**config.mk**
```make
export PLATFORM = sky130hd
export DESIGN_NAME = pps_sequencer
export DESIGN_NICKNAME = d
export VERILOG_FILES = /design/src/hdl/pps_pkg.sv /design/src/hdl/pps_retry_timer.sv /design/src/hdl/pps_dropout_refresh.sv /design/src/hdl/pps_sequencer.sv
export VERILOG_INCLUDE_DIRS = /design/src /design/src/hdl
export SDC_FILE = /design/constraint.sdc
export NUM_CORES = 1
export LEC_CHECK = 0
export BUFFER_PORTS_ARGS = -buffer_cell sky130_fd_sc_hd__buf_2
export CAP_MARGIN = 40
export CORE_UTILIZATION = 51
export CTS_BUF_LIST = sky130_fd_sc_hd__clkbuf_4 sky130_fd_sc_hd__clkbuf_8
export CTS_CLUSTER_DIAMETER = 200
export DETAILED_ROUTE_END_ITERATION = 12
export PLACE_DENSITY = 0.75
export SYNTH_ARGS = -nofsm -noshare
export SYNTH_HDL_FRONTEND = slang
export SYNTH_SLANG_ARGS = --single-unit
```
**constraint.sdc**
```tcl
create_clock -name ref_clk -period 4.3 [get_ports ref_clk]
set_input_delay 0.86 -clock ref_clk [delete_from_list [all_inputs] [get_ports ref_clk]]
set_output_delay 0.86 -clock ref_clk [all_outputs]
set_load 0.05 [all_outputs]
```
**src/hdl/pps_map.svh**
```systemverilog
// register offsets, field positions, reset values and timing figures
// for the port power enable sequencer; definitions only
`ifndef PPS_MAP_SVH
`define PPS_MAP_SVH

`define PPS_ADDR_W 8
`define PPS_DATA_W 32
`define PPS_REG_CTRL 8'h00
`define PPS_REG_VOUT 8'h04
`define PPS_REG_STATUS 8'h08

`define PPS_CTRL_EN_BIT 0
`define PPS_CTRL_DONE_BIT 1
`define PPS_VOUT_W 10
// output target in 10 mV steps, 5.15 V
`define PPS_VOUT_RST 10'h203

`define PPS_CLK_MHZ 50
`define PPS_MIN_OFF_NS 150
`define PPS_REFRESH_NS 7500
`define PPS_FORCE_NS 60
`define PPS_DETACH_RETRY_US 1000
`define PPS_PERMIT_RETRY_US 1000
`define PPS_GATE_LEAD_NS 200
`define PPS_NS_CYC_UP(ns) ((((ns) * `PPS_CLK_MHZ) + 999) / 1000)
`define PPS_NS_CYC_DN(ns) (((ns) * `PPS_CLK_MHZ) / 1000)
`define PPS_US_CYC(us) ((us) * `PPS_CLK_MHZ)

`endif

```
**src/hdl/pps_pkg.sv**
```systemverilog
// types shared by the port power enable sequencer
// assumes pps_map.svh for all numeric figures
package pps_pkg;

	typedef enum logic [2:0] {
		PPS_ST_OFF = 3'b000,
		PPS_ST_IDLE = 3'b001,
		PPS_ST_GATE = 3'b010,
		PPS_ST_RUN = 3'b011,
		PPS_ST_DISCH = 3'b100
	} pps_state_t;

	typedef struct packed {
		logic attach;
		logic pol;
		logic sink_cc1;
		logic sink_cc2;
	} pps_cc_t;

endpackage

```
**src/hdl/pps_retry_timer.sv**
```systemverilog
// countdown retry timer; a load keeps the longer of the remaining and new time
// assumes one clock and a synchronised active-low reset
`timescale 1ns/1ps
`default_nettype none

module pps_retry_timer #(
	parameter int W = 20
) (
	// clock and reset
	input wire logic clk,
	input wire logic rst_n,
	// control
	input wire logic load,
	input wire logic [W-1:0] load_val,
	// status
	output logic busy_ff
);
	logic [W-1:0] cnt_ff;
	logic [W-1:0] nxt_cnt;

	always_comb begin
		nxt_cnt = cnt_ff;
		if (cnt_ff != '0) begin
			nxt_cnt = cnt_ff - 1'b1;
		end
		if (load && (load_val > nxt_cnt)) begin
			nxt_cnt = load_val;
		end
	end

	always_ff @(posedge clk or negedge rst_n) begin
		if (!rst_n) begin
			cnt_ff <= '0;
			busy_ff <= 1'b0;
		end else begin
			cnt_ff <= nxt_cnt;
			busy_ff <= (nxt_cnt != '0);
		end
	end
endmodule // pps_retry_timer

`default_nettype wire

```
**src/hdl/pps_dropout_refresh.sv**
```systemverilog
// dropout watch: short low-side on-times held for a whole window force a
// brief low-side pulse once per window
// assumes low_side_on is synchronous to clk
`timescale 1ns/1ps
`default_nettype none

module pps_dropout_refresh #(
	parameter int MIN_OFF_CYC = 8,
	parameter int WINDOW_CYC = 375,
	parameter int FORCE_CYC = 3
) (
	// clock and reset
	input wire logic clk,
	input wire logic rst_n,
	// converter state
	input wire logic active,
	input wire logic low_side_on,
	// forced low-side request
	output logic force_ff
);
	logic prev_ff;
	logic [15:0] on_cnt_ff;
	logic [15:0] win_cnt_ff;
	logic [7:0] frc_cnt_ff;
	logic long_off;
	logic fall;

	assign fall = prev_ff && !low_side_on;
	assign long_off = (on_cnt_ff > 16'(MIN_OFF_CYC)) || (fall && on_cnt_ff > 16'(MIN_OFF_CYC));

	always_ff @(posedge clk or negedge rst_n) begin
		if (!rst_n) begin
			prev_ff <= 1'b0;
			on_cnt_ff <= '0;
		end else begin
			prev_ff <= low_side_on;
			on_cnt_ff <= low_side_on ? on_cnt_ff + 16'h0001 : 16'h0000;
		end
	end

	// window of continuous minimum off-time
	always_ff @(posedge clk or negedge rst_n) begin
		if (!rst_n) begin
			win_cnt_ff <= '0;
		end else if (!active || long_off) begin
			win_cnt_ff <= '0;
		end else if (win_cnt_ff == 16'(WINDOW_CYC - 1)) begin
			win_cnt_ff <= '0;
		end else begin
			win_cnt_ff <= win_cnt_ff + 16'h0001;
		end
	end

	always_ff @(posedge clk or negedge rst_n) begin
		if (!rst_n) begin
			frc_cnt_ff <= '0;
			force_ff <= 1'b0;
		end else if (!active) begin
			frc_cnt_ff <= '0;
			force_ff <= 1'b0;
		end else if (!long_off && win_cnt_ff == 16'(WINDOW_CYC - 1)) begin
			frc_cnt_ff <= 8'(FORCE_CYC - 1);
			force_ff <= 1'b1;
		end else if (frc_cnt_ff != '0) begin
			frc_cnt_ff <= frc_cnt_ff - 8'h01;
		end else begin
			force_ff <= 1'b0;
		end
	end
endmodule // pps_dropout_refresh

`default_nettype wire

```
**src/hdl/pps_sequencer.sv**
```systemverilog
// port power enable sequencer: converter permit, attach gating, isolation
// gate and discharge order, cable power feed, unconfigured alert
// assumes all inputs synchronous to ref_clk; analog comparators deliver levels
//
// Summary of operation
// no sink: gate off, converter off
// gate before soft-start, off after discharge
// system reset raises unconfigured alert
// converter off until setup-done written
// system enable low: standby, regulator off
// regulator needs enable and input supply
// permit is pin AND register bit
// pin variant: register bit always high
// low pin overrides register enable
// pin low at enable: wait for high
// clamp overvoltage disables data switches
// watch low-side on-time every cycle
// long minimum off-time forces low-side pulse
// output target from register, default 5.15V
// cable power on the spare CC pin
// cable power cut on overvoltage, overcurrent
// legacy adapter pulldown counts as attach
// host: clamp supply up before enable
// detach: converter off, wait retry interval
// permit low: converter waits retry interval
// setup-done clears on every system reset
`timescale 1ns/1ps
`default_nettype none
`include "pps_map.svh"

module pps_sequencer #(
	parameter bit REG_VARIANT = 1'b1,
	parameter int DETACH_RETRY_CYC = `PPS_US_CYC(`PPS_DETACH_RETRY_US),
	parameter int PERMIT_RETRY_CYC = `PPS_US_CYC(`PPS_PERMIT_RETRY_US),
	parameter int TMR_W = 20
) (
	// clock and reset
	input wire logic ref_clk,
	input wire logic rst_n,
	// register port
	input wire logic [`PPS_ADDR_W-1:0] reg_addr,
	input wire logic [`PPS_DATA_W-1:0] reg_wdata,
	input wire logic reg_wr,
	input wire logic reg_rd,
	output logic [`PPS_DATA_W-1:0] reg_rdata_ff,
	// enables and supply monitors
	input wire logic system_enable_pin,
	input wire logic converter_enable_pin,
	input wire logic input_supply_ok,
	input wire logic internal_supply_ok,
	input wire logic clamp_supply_ov,
	// configuration channel pulldown detectors
	input wire logic cc1_rd,
	input wire logic cc1_ra,
	input wire logic cc2_rd,
	input wire logic cc2_ra,
	// cable power source and switch monitors
	input wire logic cable_power_feed_ok,
	input wire logic cable_power_feed_ov,
	input wire logic cable_power_feed_oc,
	// converter feedback
	input wire logic discharge_done,
	input wire logic low_side_on,
	// power path controls
	output logic internal_regulator_on_ff,
	output logic converter_run_ff,
	output logic output_isolation_gate_ff,
	output logic output_discharge_ff,
	output logic low_side_force_ff,
	output logic [`PPS_VOUT_W-1:0] vout_target_ff,
	output logic data_switch_en_ff,
	output logic cable_power_feed_cc1_ff,
	output logic cable_power_feed_cc2_ff,
	// host side indications
	output logic host_alert_ff,
	output logic attach_ff,
	output logic polarity_ff
);
	localparam int MIN_OFF_CYC = `PPS_NS_CYC_UP(`PPS_MIN_OFF_NS);
	localparam int REFRESH_CYC = `PPS_NS_CYC_DN(`PPS_REFRESH_NS);
	localparam int FORCE_CYC = `PPS_NS_CYC_DN(`PPS_FORCE_NS);
	localparam int GATE_LEAD_CYC = `PPS_NS_CYC_UP(`PPS_GATE_LEAD_NS);

	// sink seen on this pin with no sink on the other one
	function automatic logic cc_sink(input logic this_rd, input logic other_rd);
		cc_sink = this_rd && !other_rd;
	endfunction

	logic rst_meta_ff;
	logic rst_sync_ff;
	logic sys_active;
	logic en_bit_ff;
	logic done_ff;
	logic pin_armed_ff;
	logic permit_ff;
	logic permit_now;
	logic configured;
	logic feed_fault_ff;
	logic det_busy;
	logic perm_busy;
	logic detach_ev;
	logic permit_fall;
	logic go_ok;
	logic feed_on;
	logic force_low;
	logic [7:0] gate_cnt_ff;
	logic [`PPS_DATA_W-1:0] nxt_rdata;
	pps_pkg::pps_cc_t cc_now;
	pps_pkg::pps_state_t state_ff;
	pps_pkg::pps_state_t nxt_state;

	// reset release through two flops
	always_ff @(posedge ref_clk or negedge rst_n) begin
		if (!rst_n) begin
			rst_meta_ff <= 1'b0;
			rst_sync_ff <= 1'b0;
		end else begin
			rst_meta_ff <= 1'b1;
			rst_sync_ff <= rst_meta_ff;
		end
	end

	// internal circuitry runs only with enable, input supply and internal supply
	assign sys_active = system_enable_pin && input_supply_ok && internal_supply_ok;

	always_ff @(posedge ref_clk or negedge rst_sync_ff) begin
		if (!rst_sync_ff) begin
			internal_regulator_on_ff <= 1'b0;
		end else begin
			internal_regulator_on_ff <= system_enable_pin && input_supply_ok;
		end
	end

	// attach decode; an adapter pulldown alone reads as a sink
	always_comb begin
		cc_now.sink_cc1 = cc_sink(cc1_rd, cc2_rd);
		cc_now.sink_cc2 = cc_sink(cc2_rd, cc1_rd);
		cc_now.attach = cc_now.sink_cc1 || cc_now.sink_cc2;
		cc_now.pol = cc_now.sink_cc1;
	end

	always_ff @(posedge ref_clk or negedge rst_sync_ff) begin
		if (!rst_sync_ff) begin
			attach_ff <= 1'b0;
			polarity_ff <= 1'b0;
		end else begin
			attach_ff <= sys_active && cc_now.attach;
			polarity_ff <= sys_active && cc_now.pol;
		end
	end

	// control register: enable bit and setup-done
	always_ff @(posedge ref_clk or negedge rst_sync_ff) begin
		if (!rst_sync_ff) begin
			en_bit_ff <= 1'b0;
			done_ff <= 1'b0;
		end else if (!sys_active) begin
			en_bit_ff <= 1'b0;
			done_ff <= 1'b0;
		end else if (reg_wr && reg_addr == `PPS_REG_CTRL) begin
			en_bit_ff <= reg_wdata[`PPS_CTRL_EN_BIT];
			done_ff <= reg_wdata[`PPS_CTRL_DONE_BIT];
		end
	end

	always_ff @(posedge ref_clk or negedge rst_sync_ff) begin
		if (!rst_sync_ff) begin
			vout_target_ff <= `PPS_VOUT_RST;
		end else if (reg_wr && reg_addr == `PPS_REG_VOUT) begin
			vout_target_ff <= reg_wdata[`PPS_VOUT_W-1:0];
		end
	end

	// unconfigured alert: system reset sets it, setup-done write clears it
	always_ff @(posedge ref_clk or negedge rst_sync_ff) begin
		if (!rst_sync_ff) begin
			host_alert_ff <= REG_VARIANT;
		end else if (REG_VARIANT && !sys_active) begin
			host_alert_ff <= 1'b1;
		end else if (reg_wr && reg_addr == `PPS_REG_CTRL && reg_wdata[`PPS_CTRL_DONE_BIT]) begin
			host_alert_ff <= 1'b0;
		end
	end

	assign configured = REG_VARIANT ? done_ff : 1'b1;

	// the enable pin must be seen high after each system start
	always_ff @(posedge ref_clk or negedge rst_sync_ff) begin
		if (!rst_sync_ff) begin
			pin_armed_ff <= 1'b0;
		end else if (!sys_active) begin
			pin_armed_ff <= 1'b0;
		end else if (converter_enable_pin) begin
			pin_armed_ff <= 1'b1;
		end
	end

	// pin variant ties the register term high; a low pin always wins
	assign permit_now = sys_active && pin_armed_ff && converter_enable_pin
		&& (REG_VARIANT ? en_bit_ff : 1'b1);

	always_ff @(posedge ref_clk or negedge rst_sync_ff) begin
		if (!rst_sync_ff) begin
			permit_ff <= 1'b0;
		end else begin
			permit_ff <= permit_now;
		end
	end

	assign detach_ev = attach_ff && !(sys_active && cc_now.attach);
	assign permit_fall = permit_ff && !permit_now;

	pps_retry_timer #(
		.W(TMR_W)
	) u_detach_tmr (
		.clk(ref_clk),
		.rst_n(rst_sync_ff),
		.load(detach_ev),
		.load_val(TMR_W'(DETACH_RETRY_CYC)),
		.busy_ff(det_busy)
	);

	pps_retry_timer #(
		.W(TMR_W)
	) u_permit_tmr (
		.clk(ref_clk),
		.rst_n(rst_sync_ff),
		.load(permit_fall),
		.load_val(TMR_W'(PERMIT_RETRY_CYC)),
		.busy_ff(perm_busy)
	);

	// everything that must hold for the port to be powered
	assign go_ok = sys_active && attach_ff && permit_ff && configured
		&& !det_busy && !perm_busy;

	always_comb begin
		nxt_state = state_ff;
		case (state_ff)
			pps_pkg::PPS_ST_OFF: begin
				if (sys_active) begin
					nxt_state = pps_pkg::PPS_ST_IDLE;
				end
			end
			pps_pkg::PPS_ST_IDLE: begin
				if (!sys_active) begin
					nxt_state = pps_pkg::PPS_ST_OFF;
				end else if (go_ok) begin
					nxt_state = pps_pkg::PPS_ST_GATE;
				end
			end
			pps_pkg::PPS_ST_GATE: begin
				if (!go_ok) begin
					nxt_state = pps_pkg::PPS_ST_DISCH;
				end else if (gate_cnt_ff == 8'(GATE_LEAD_CYC - 1)) begin
					nxt_state = pps_pkg::PPS_ST_RUN;
				end
			end
			pps_pkg::PPS_ST_RUN: begin
				if (!go_ok) begin
					nxt_state = pps_pkg::PPS_ST_DISCH;
				end
			end
			pps_pkg::PPS_ST_DISCH: begin
				if (discharge_done) begin
					nxt_state = sys_active ? pps_pkg::PPS_ST_IDLE : pps_pkg::PPS_ST_OFF;
				end
			end
			default: begin
				nxt_state = pps_pkg::PPS_ST_OFF;
			end
		endcase
	end

	always_ff @(posedge ref_clk or negedge rst_sync_ff) begin
		if (!rst_sync_ff) begin
			state_ff <= pps_pkg::PPS_ST_OFF;
		end else begin
			state_ff <= nxt_state;
		end
	end

	always_ff @(posedge ref_clk or negedge rst_sync_ff) begin
		if (!rst_sync_ff) begin
			gate_cnt_ff <= '0;
		end else if (state_ff == pps_pkg::PPS_ST_GATE) begin
			gate_cnt_ff <= gate_cnt_ff + 8'h01;
		end else begin
			gate_cnt_ff <= '0;
		end
	end

	// gate leads the converter and trails the discharge
	always_ff @(posedge ref_clk or negedge rst_sync_ff) begin
		if (!rst_sync_ff) begin
			converter_run_ff <= 1'b0;
			output_isolation_gate_ff <= 1'b0;
			output_discharge_ff <= 1'b0;
		end else begin
			converter_run_ff <= (nxt_state == pps_pkg::PPS_ST_RUN);
			output_isolation_gate_ff <= (nxt_state == pps_pkg::PPS_ST_GATE)
				|| (nxt_state == pps_pkg::PPS_ST_RUN)
				|| (nxt_state == pps_pkg::PPS_ST_DISCH);
			output_discharge_ff <= (nxt_state == pps_pkg::PPS_ST_DISCH);
		end
	end

	pps_dropout_refresh #(
		.MIN_OFF_CYC(MIN_OFF_CYC),
		.WINDOW_CYC(REFRESH_CYC),
		.FORCE_CYC(FORCE_CYC)
	) u_dropout (
		.clk(ref_clk),
		.rst_n(rst_sync_ff),
		.active(converter_run_ff),
		.low_side_on(low_side_on),
		.force_ff(force_low)
	);

	always_ff @(posedge ref_clk or negedge rst_sync_ff) begin
		if (!rst_sync_ff) begin
			low_side_force_ff <= 1'b0;
		end else begin
			low_side_force_ff <= force_low && (nxt_state == pps_pkg::PPS_ST_RUN);
		end
	end

	// data switches follow the clamp supply lockout
	always_ff @(posedge ref_clk or negedge rst_sync_ff) begin
		if (!rst_sync_ff) begin
			data_switch_en_ff <= 1'b0;
		end else begin
			data_switch_en_ff <= sys_active && !clamp_supply_ov;
		end
	end

	// cable power fault latch; a new fault wins over the detach clear
	always_ff @(posedge ref_clk or negedge rst_sync_ff) begin
		if (!rst_sync_ff) begin
			feed_fault_ff <= 1'b0;
		end else if (cable_power_feed_ov || cable_power_feed_oc) begin
			feed_fault_ff <= 1'b1;
		end else if (!attach_ff) begin
			feed_fault_ff <= 1'b0;
		end
	end

	assign feed_on = (nxt_state == pps_pkg::PPS_ST_RUN) && cable_power_feed_ok && !feed_fault_ff
		&& !cable_power_feed_ov && !cable_power_feed_oc;

	// feed goes to the pin that carries the cable pulldown, not the sink wire
	always_ff @(posedge ref_clk or negedge rst_sync_ff) begin
		if (!rst_sync_ff) begin
			cable_power_feed_cc1_ff <= 1'b0;
			cable_power_feed_cc2_ff <= 1'b0;
		end else begin
			cable_power_feed_cc1_ff <= feed_on && cc_now.sink_cc2 && cc1_ra;
			cable_power_feed_cc2_ff <= feed_on && cc_now.sink_cc1 && cc2_ra;
		end
	end

	// read data stand for one cycle only
	always_comb begin
		nxt_rdata = '0;
		if (reg_rd) begin
			case (reg_addr)
				`PPS_REG_CTRL: begin
					nxt_rdata[`PPS_CTRL_EN_BIT] = en_bit_ff;
					nxt_rdata[`PPS_CTRL_DONE_BIT] = done_ff;
				end
				`PPS_REG_VOUT: begin
					nxt_rdata[`PPS_VOUT_W-1:0] = vout_target_ff;
				end
				`PPS_REG_STATUS: begin
					nxt_rdata[11:0] = {state_ff, feed_fault_ff, det_busy, perm_busy,
						permit_ff, host_alert_ff, polarity_ff, attach_ff,
						data_switch_en_ff, converter_run_ff};
				end
				default: begin
					nxt_rdata = '0;
				end
			endcase
		end
	end

	always_ff @(posedge ref_clk or negedge rst_sync_ff) begin
		if (!rst_sync_ff) begin
			reg_rdata_ff <= '0;
		end else begin
			reg_rdata_ff <= nxt_rdata;
		end
	end
endmodule // pps_sequencer

`default_nettype wire

```
==> results of run 1 <==
-- state kept, by name, indices dropped and copies added, names as in the netlist, 3 cells and up --
register / cells
reg_rdata_ff: 12
u_dropout.frc_cnt_ff: 8
state_ff: 3
u_permit_tmr.cnt_ff: 20
u_dropout.on_cnt_ff: 16
gate_cnt_ff: 8
vout_target_ff: 10
u_detach_tmr.cnt_ff: 20
u_dropout.win_cnt_ff: 16
-- cell usage in the layout, fill, tap and decap left out, types with 13 or more instances in the layout --
cell type	Yosys	layout
dfrtp_1	130	129
nor2_1	69	69
buf_2	0	68
nand2_1	50	50
o21ai_0	36	36
nand3_1	33	33
nor4_1	32	32
xnor2_1	31	31
nor3_1	30	30
xor2_1	25	25
conb_1	2	21
inv_1	20	20
a21oi_1	20	20
clkbuf_8	0	20
or3_1	17	17
nor2b_1	16	16
and3_1	15	15
and2_1	14	14
ha_1	14	14
o2bb2ai_1	13	13
-- synth_stat cells (3+ instances only) --
cell type / instances / share of area [%]
a21oi_1: 20 / 1.4
and2_1: 14 / 1.2
a22oi_1: 10 / 1.0
a2111oi_0: 3 / 0.36
nor3_1: 30 / 2.0
o21ai_0: 36 / 2.4
o31a_1: 3 / 0.36
inv_1: 20 / 1.0
a2bb2oi_1: 9 / 1.1
nor2b_1: 16 / 1.4
a21boi_0: 7 / 0.71
or3_1: 17 / 1.4
o31ai_1: 5 / 0.51
nand3_1: 33 / 2.2
nand2b_1: 7 / 0.59
o41ai_1: 4 / 0.47
nand2_1: 50 / 2.5
o211ai_1: 3 / 0.31
o22ai_1: 3 / 0.25
xnor2_1: 31 / 3.7
buf_4: 20 / 2.0
and3_1: 15 / 1.3
dfrtp_1: 130 / 44
clkbuf_1: 31 / 1.6
o21a_1: 4 / 0.41
ha_1: 14 / 2.4
o2bb2ai_1: 13 / 1.5
mux2_2: 10 / 1.5
a21o_1: 5 / 0.51
mux2i_1: 6 / 0.81
nand4b_1: 3 / 0.36
nor2_1: 69 / 3.5
a211oi_1: 3 / 0.31
nor4b_1: 4 / 0.47
xor2_1: 25 / 3.0
nor3b_1: 6 / 0.61
nand4_1: 10 / 0.85
nor4_1: 32 / 2.7
or2_2: 8 / 0.68
dfstp_2: 4 / 1.4
a31oi_1: 5 / 0.42
and4_1: 3 / 0.36
or4_1: 12 / 1.2
-- through the flow --
step | area (sq um) | util [%]
floorplan | 7450 | -
global placement | 7801 | 55.77
detailed placement | 7829 | 55.97
CTS | 8225 | 58.80
global route | 8225 | 58.80
finish | 8225 | 58.80
-- layer usage --
layer | vias to the layer above | track usage (%)
met5 | - | 0
met4 | 0 | 9.223
met3 | 40 | 4.786
met2 | 196 | 35.29
met1 | 2823 | 30.81
li1 | 2903 | -
-- worst paths after layout --
path | startpoint | endpoint | slack (ns)
max in group asynchronous | rst_sync_ff$_DFF_PN0_ | vout_target_ff[0]$_DFFE_PN1P_ | 3.09
min in group ref_clk | rst_meta_ff$_DFF_PN0_ | rst_sync_ff$_DFF_PN0_ | 0.35
worst max-delay path | u_permit_tmr.cnt_ff[0]$_DFF_PN0_ | u_permit_tmr.busy_ff$_DFF_PN0_ | 0.87
worst max register to register | u_permit_tmr.cnt_ff[0]$_DFF_PN0_ | u_permit_tmr.busy_ff$_DFF_PN0_ | 0.87
worst min-delay path | rst_sync_ff$_DFF_PN0_ | u_detach_tmr.cnt_ff[12]$_DFF_PN0_ | 0.17
worst min register to register | rst_sync_ff$_DFF_PN0_ | u_detach_tmr.cnt_ff[12]$_DFF_PN0_ | 0.17
-- power groups by stage --
stage	logic (W)	registers, W	clock network (W)
global route	0.000150	0.00128	0.00112
finish	0.000138	0.00128	0.00105
global placement	0.000123	0.00132	0
CTS	0.000140	0.00128	0.00107
detailed placement	0.000139	0.00131	0
floorplan	0.0000745	0.00134	0
-- kinds of logic (layout without fill, tap and decap cells) --
| logic type | count (synthesis) | after routing | share of synthesized area (%) |
|---|---|---|---|
| compound gates | 145 | 145 | 13.52 |
| xor+xnor | 56 | 56 | 6.647 |
| fa+ha+maj | 14 | 14 | 2.374 |
| buf+inv | 72 | 128 | 4.782 |
| flops | 134 | 134 | 45.51 |
| mux | 17 | 17 | 2.544 |
| other cells | 2 | 21 | 0.1018 |
| simple gates | 337 | 337 | 24.52 |
-- area by class of cell --
| class | count | area (sq um) |
|---|---|---|
| Sequential cell | 134 | 3362 |
| Clock inverter | 8 | 98.84 |
| Fill cell | 1240 | 5763 |
| Tap cell | 180 | 225.2 |
| Multi-Input combinational cell | 590 | 3739 |
| Inverter | 20 | 75.07 |
| Timing Repair Buffer | 77 | 427.9 |
| Clock buffer | 23 | 297.8 |
==> summary.txt, run 1 <==
Global route
  – Number of global-route vias before repair: 5337
  – Combined global-route utilization of all metal layers: 22.68%
  – Number of antenna violations at the first check in global routing: 0
  – First-pass GRT wire length: 26440 um
  – GRT Residual Overflow: 0
  – Pin count of the biggest net entering global routing: 66

Routing
  – Highest routing layer actually used: met4
  – Drt pass-1 iters: 5
  – Total wire length after detailed routing: 16320 um
  – Initial detailed-routing violation count: 450
  – Vias after detailed routing: 5962
  – Metal2 WL: 7502 um
  – Met3 routed WL: 898 um
  – Metal1 wirelength: 7515 um
  – Mean number of vias per cell: 5.777
  – Number of antenna-violating nets in the routed design: 0
  – DRC viols: 0
  – WL per Instance: 15.81 um

Timing
  – Total Negative Setup Slacks: 0 ns
  – Portion of the clock cycle consumed by the worst path in the final layout: 79.70%
  – Worst-case setup margin in the final layout: 0.8729 ns
  – Fin Hold WS: 0.1691 ns
  – Total of endpoints with negative setup slack in the final report: 0
  – Worst Clk Skew: 0.01311 ns
  – Hold Vio Cnt, Final: 0
  – Worst rel slew slack: 44.87%
  – Number of pins exceeding their max-slew limit in the final report: 0
  – Setup repair after global routing missed its margin: no
  – Maximum frequency from static timing analysis: 291.8 MHz
  – Transition time of the tightest slew-check pin: 0.8269 ns
  – Minimum period implied by the final worst setup slack: 3.427 ns

Placement
  – Gpl congestion: 0.8722
  – Port Buffers: 68
  – Worst slack at placement: 0.9156 ns
  – Inst Count DP: 1001
  – Detailed placer's ending HPWL: 11690 um

Cells and area
  – Post-synthesis to final-layout area growth: 11.48%
  – Number of standard cells in the layout, taps in and fillers out: 1032
  – Final-stage net count: 912
  – Number of antenna diodes: 0
  – Share of post-route cells with drive strength above 1: 16.08%

Die
  – Row count: 43
  – DIE AREA: 0.01495 sq mm
  – Io pins: 111
  – Placeable Area: 0.01399 sq mm
  – Die height: 122.3 um
  – Starting density of the core: 52.75%
  – X dimension of the die: 122.3 um

Clocking
  – Clock slew seen by the registers of the worst setup and hold paths: 0.08 ns
  – TritonCTS clock tree: built
  – Resized cells post-CTS: 0
  – Max clock buf depth: 2
  – Setup repair bufs after CTS: 0
  – Clock latency on the worst-skew pair: 0.45 ns
  – Root buffer cell: clkbuf_8
  – Sinks on the clock net: 134
  – Number of CTS-inserted buffers: 17
  – H-tree depth: 4
  – Number of buffers inserted for hold repair after clock tree synthesis: 0

Synthesis
  – Yosys warns: 0
  – Async set or reset register ratio after synthesis: 100.0%
  – Top_reg_cell synth: dfrtp_1
  – Post-synth EDFFs: 0
  – Proportion of synthesized chip area in sequential cells: 45.51%
  – Synth Area per Inst: 9.496 sq um
  – Gate count after technology mapping: 777
  – Yosys reg bits: 134
  – Distinct cell type count of the synthesized netlist: 61
  – Post-synth design cell area: 0.007378 sq mm

Power
  – Worst IR Drop VDD: 0.2060 mV
  – Internal power component: 0.001879 W
  – Switching Fraction: 24.01%
  – Power density over cell area: 300.6 mW/mm^2
  – Power share of the clock group: 42.5%
  – Logic pwr share: 5.6%
  – Sequential share of power: 51.9%
  – Static leakage: 3.554 nW
  – Tot Pwr: 0.002473 W
  – Switching power total: 0.0005936 W

Worst setup path
  – Type of element launching the critical path: flop
  – Crit path buffers/inverters: 1
  – CP Cell Sequence: inv_1 -> ha_1 -> or3b_1 -> or4_4 -> or3_4 -> mux2_4 -> or4_1 -> a2111o_1
  – Type of the worst setup path: reg -> reg
  – Type of destination of the critical path: flop
  – Endpoint required time on the critical path: 4.62 ns
  – Cell type of the slowest stage on the worst timing path: or4_1
  – Arrival time of data at the critical path endpoint: 3.75 ns
  – Cell count of the worst reg-to-reg path: 8
  – Critical Path Max Stage Delay: 0.52 ns
  – Maximum fanout along the worst path: 8
  – Top delay family on crit path: simple AND/OR/NAND/NOR gates
  – Crit. path cell count: 8

Outcome
  – Outcome: finished, final reports clean

Run
  – Count of max-cap constraint violations: 0

Hold path
  – Path class of the lowest-slack min-delay path: reg -> async
Note: power is estimated with default switching activity, not from simulation.
==> run 2: changes to the inputs <==
Settings changed: PLACE_DENSITY 0.75 to 0.73.
Clock period 4.3 ns to 3.3 ns, I/O delays scaled along.
==> run 2 against run 1 <==
- clock power grew 42%
- clock skew decreased by 0.0030 ns
- sequential power up 30%
- first-iteration DRC count grew 13%
- total power grew 35%
- core utilization grew 1.6 points
- die area is the same
- via count rose by 3.9%
- routed wire length up 4.6%
==> summary.txt, run 2 (synthesized netlist as in run 1, its figures left out) <==
Outcome
  – Outcome: finished, final reports clean

Timing
  – Maximum frequency from static timing analysis: 314.1 MHz
  – Worst rel slew slack: 52.13%
  – Total Negative Setup Slacks: 0 ns
  – Hold Vio Cnt, Final: 0
  – Worst Clk Skew: 0.01016 ns
  – Minimum period implied by the final worst setup slack: 3.184 ns
  – Total of endpoints with negative setup slack in the final report: 0
  – Portion of the clock cycle consumed by the worst path in the final layout: 96.49%
  – Setup repair after global routing missed its margin: no
  – Number of pins exceeding their max-slew limit in the final report: 0
  – Transition time of the tightest slew-check pin: 0.7180 ns

Worst setup path
  – Cell type of the slowest stage on the worst timing path: or4_1
  – Maximum fanout along the worst path: 3
  – CP Cell Sequence: inv_1 -> ha_1 -> or3b_1 -> or4_4 -> or3_4 -> mux2_4 -> or4_1 -> a2111o_1
  – Critical Path Max Stage Delay: 0.52 ns
  – Cell count of the worst reg-to-reg path: 8
  – Top delay family on crit path: simple AND/OR/NAND/NOR gates
  – Worst reg2reg startpoint: u_permit_tmr.cnt_ff[1]$_DFF_PN0_
  – Crit path buffers/inverters: 1
  – Type of element launching the critical path: flop
  – Critical path startpoint: u_permit_tmr.cnt_ff[1]$_DFF_PN0_
  – R2r endpoint: u_permit_tmr.busy_ff$_DFF_PN0_
  – Type of the worst setup path: reg -> reg
  – Type of destination of the critical path: flop
  – Arrival time of data at the critical path endpoint: 3.51 ns
  – Reg2Reg Setup Slack: 0.12 ns
  – Endpoint required time on the critical path: 3.63 ns

Cells and area
  – Number of antenna diodes: 0
  – Post-synthesis to final-layout area growth: 14.48%
  – Commonest cells after routing, fill and taps aside: dfrtp_1 (129), nor2_1 (69), buf_2 (68)
  – Final core utilization: 60.38%
  – Final design area excluding fillers: 0.008447 sq mm
  – Final-stage net count: 934
  – Number of standard cells in the layout, taps in and fillers out: 1054
  – Most common cell after layout, fill and taps aside: dfrtp_1
  – Largest regs: u_detach_tmr.cnt_ff x20, u_permit_tmr.cnt_ff x20
  – Share of post-route cells with drive strength above 1: 18.54%

Global route
  – Number of global-route vias before repair: 5928
  – First-pass GRT wire length: 27970 um
  – GRT Residual Overflow: 0
  – Combined global-route utilization of all metal layers: 24.05%
  – Pin count of the biggest net entering global routing: 133
  – Number of antenna violations at the first check in global routing: 0

Die
  – Row count: 43
  – X dimension of the die: 122.3 um
  – Placeable Area: 0.01399 sq mm
  – Starting density of the core: 52.75%
  – Io pins: 111
  – DIE AREA: 0.01495 sq mm
  – Die height: 122.3 um

Routing
  – Drt pass-1 iters: 5
  – Total wire length after detailed routing: 17070 um
  – DRC viols: 0
  – WL per Instance: 16.19 um
  – Mean number of vias per cell: 5.880
  – Initial detailed-routing violation count: 507
  – Vias after detailed routing: 6197
  – Number of antenna-violating nets in the routed design: 0

Hold path
  – Startpoint of the lowest-slack hold path: rst_meta_ff$_DFF_PN0_
  – Path class of the lowest-slack min-delay path: reg -> reg
  – Hold-critical path depth: 0
  – Endpoint, Worst Hold: rst_sync_ff$_DFF_PN0_

Power
  – Power density over cell area: 395.7 mW/mm^2
  – Static leakage: 3.664 nW
  – Worst IR Drop VDD: 0.2371 mV

Clocking
  – TritonCTS clock tree: built
  – Max clock buf depth: 2
  – Clock latency on the worst-skew pair: 0.45 ns
  – Sinks on the clock net: 134
  – Setup repair bufs after CTS: 0
  – Number of CTS-inserted buffers: 17
  – Clock slew seen by the registers of the worst setup and hold paths: 0.08 ns
  – Root buffer cell: clkbuf_8
  – H-tree depth: 4

Placement
  – Inst Count DP: 1022
  – Port Buffers: 68
  – Standard cell area after detailed placement: 0.007979 sq mm
  – Gpl congestion: 0.8865
  – Detailed placer's ending HPWL: 12320 um

Run
  – Count of max-cap constraint violations: 0
-- run 2: changes by cell type in the layout (fill, tap and decap cells not counted), sizes merged --
cell | before | now
buf | 77 | 98
bufinv | 2 | 4
clkbuf | 23 | 18
clkinv | 4 | 2
clkinvlp | 2 | 3
dlygate4sd3 | 0 | 1
inv | 20 | 24
-- run 2: worst max path at each step --
| stage | end | slack, ns | cells after the start |
|---|---|---|---|
| after floorplan | u_permit_tmr.busy_ff$_DFF_PN0_ | 0.05 | 8 |
| after global placement | u_detach_tmr.cnt_ff[7]$_DFF_PN0_ | -0.03 | 7 |
| after detailed placement | u_detach_tmr.cnt_ff[7]$_DFF_PN0_ | -0.05 | 7 |
| after CTS | u_detach_tmr.cnt_ff[7]$_DFF_PN0_ | 0.04 | 7 |
| after global routing | u_detach_tmr.cnt_ff[4]$_DFF_PN0_ | 0.02 | 8 |
| final | u_permit_tmr.busy_ff$_DFF_PN0_ | 0.12 | 8 |
-- run 2: layer usage --
layer  global-route usage [%]  wire, um  vias up
li1                         -         -     2952
met1                    31.57      7800     3051
met2                    39.89      8248      169
met3                    4.740       787       25
met4                    7.774       230        0
met5                        0         0        -
-- run 2: area by class of cell --
type / count / area, sq um
Clock buffer: 18 / 241.5
Inverter: 20 / 75.07
Sequential cell: 134 / 3362
Timing Repair Buffer: 99 / 588.1
Multi-Input combinational cell: 590 / 3760
Clock inverter: 13 / 195.2
Tap cell: 180 / 225.2
Fill cell: 1184 / 5542
-- run 2: timing repair --
action / in CTS / in global routing
gates cloned: 0 / 0
hold buffers: 1 / 0
endpoints found under the setup margin: 7 / 11
endpoints found under the hold margin: 2 / 0
resized for setup: 1 / 4
-- run 2: per-stage QoR --
stage / setup WS [ns] / hold WS, ns / power [W]
2_1_floorplan: 0.05373 / 0.3311 / 0.001843
3_3_place_gp: -0.03050 / 0.3377 / 0.001879
3_5_place_dp: -0.04602 / 0.3379 / 0.001883
4_1_cts: 0.03891 / 0.3387 / 0.003380
5_1_grt: 0.02498 / 0.3510 / 0.003465
6_report: 0.1158 / 0.3534 / 0.003342
-- run 2: where the power goes --
group	switching, W	internal [W]	total (W)
Clock	0.000654	0.000838	0.00149
Combinational	0.000140	0.0000410	0.000181
Sequential	0.0000134	0.00166	0.00167
Total	0.000807	0.00253	0.00334
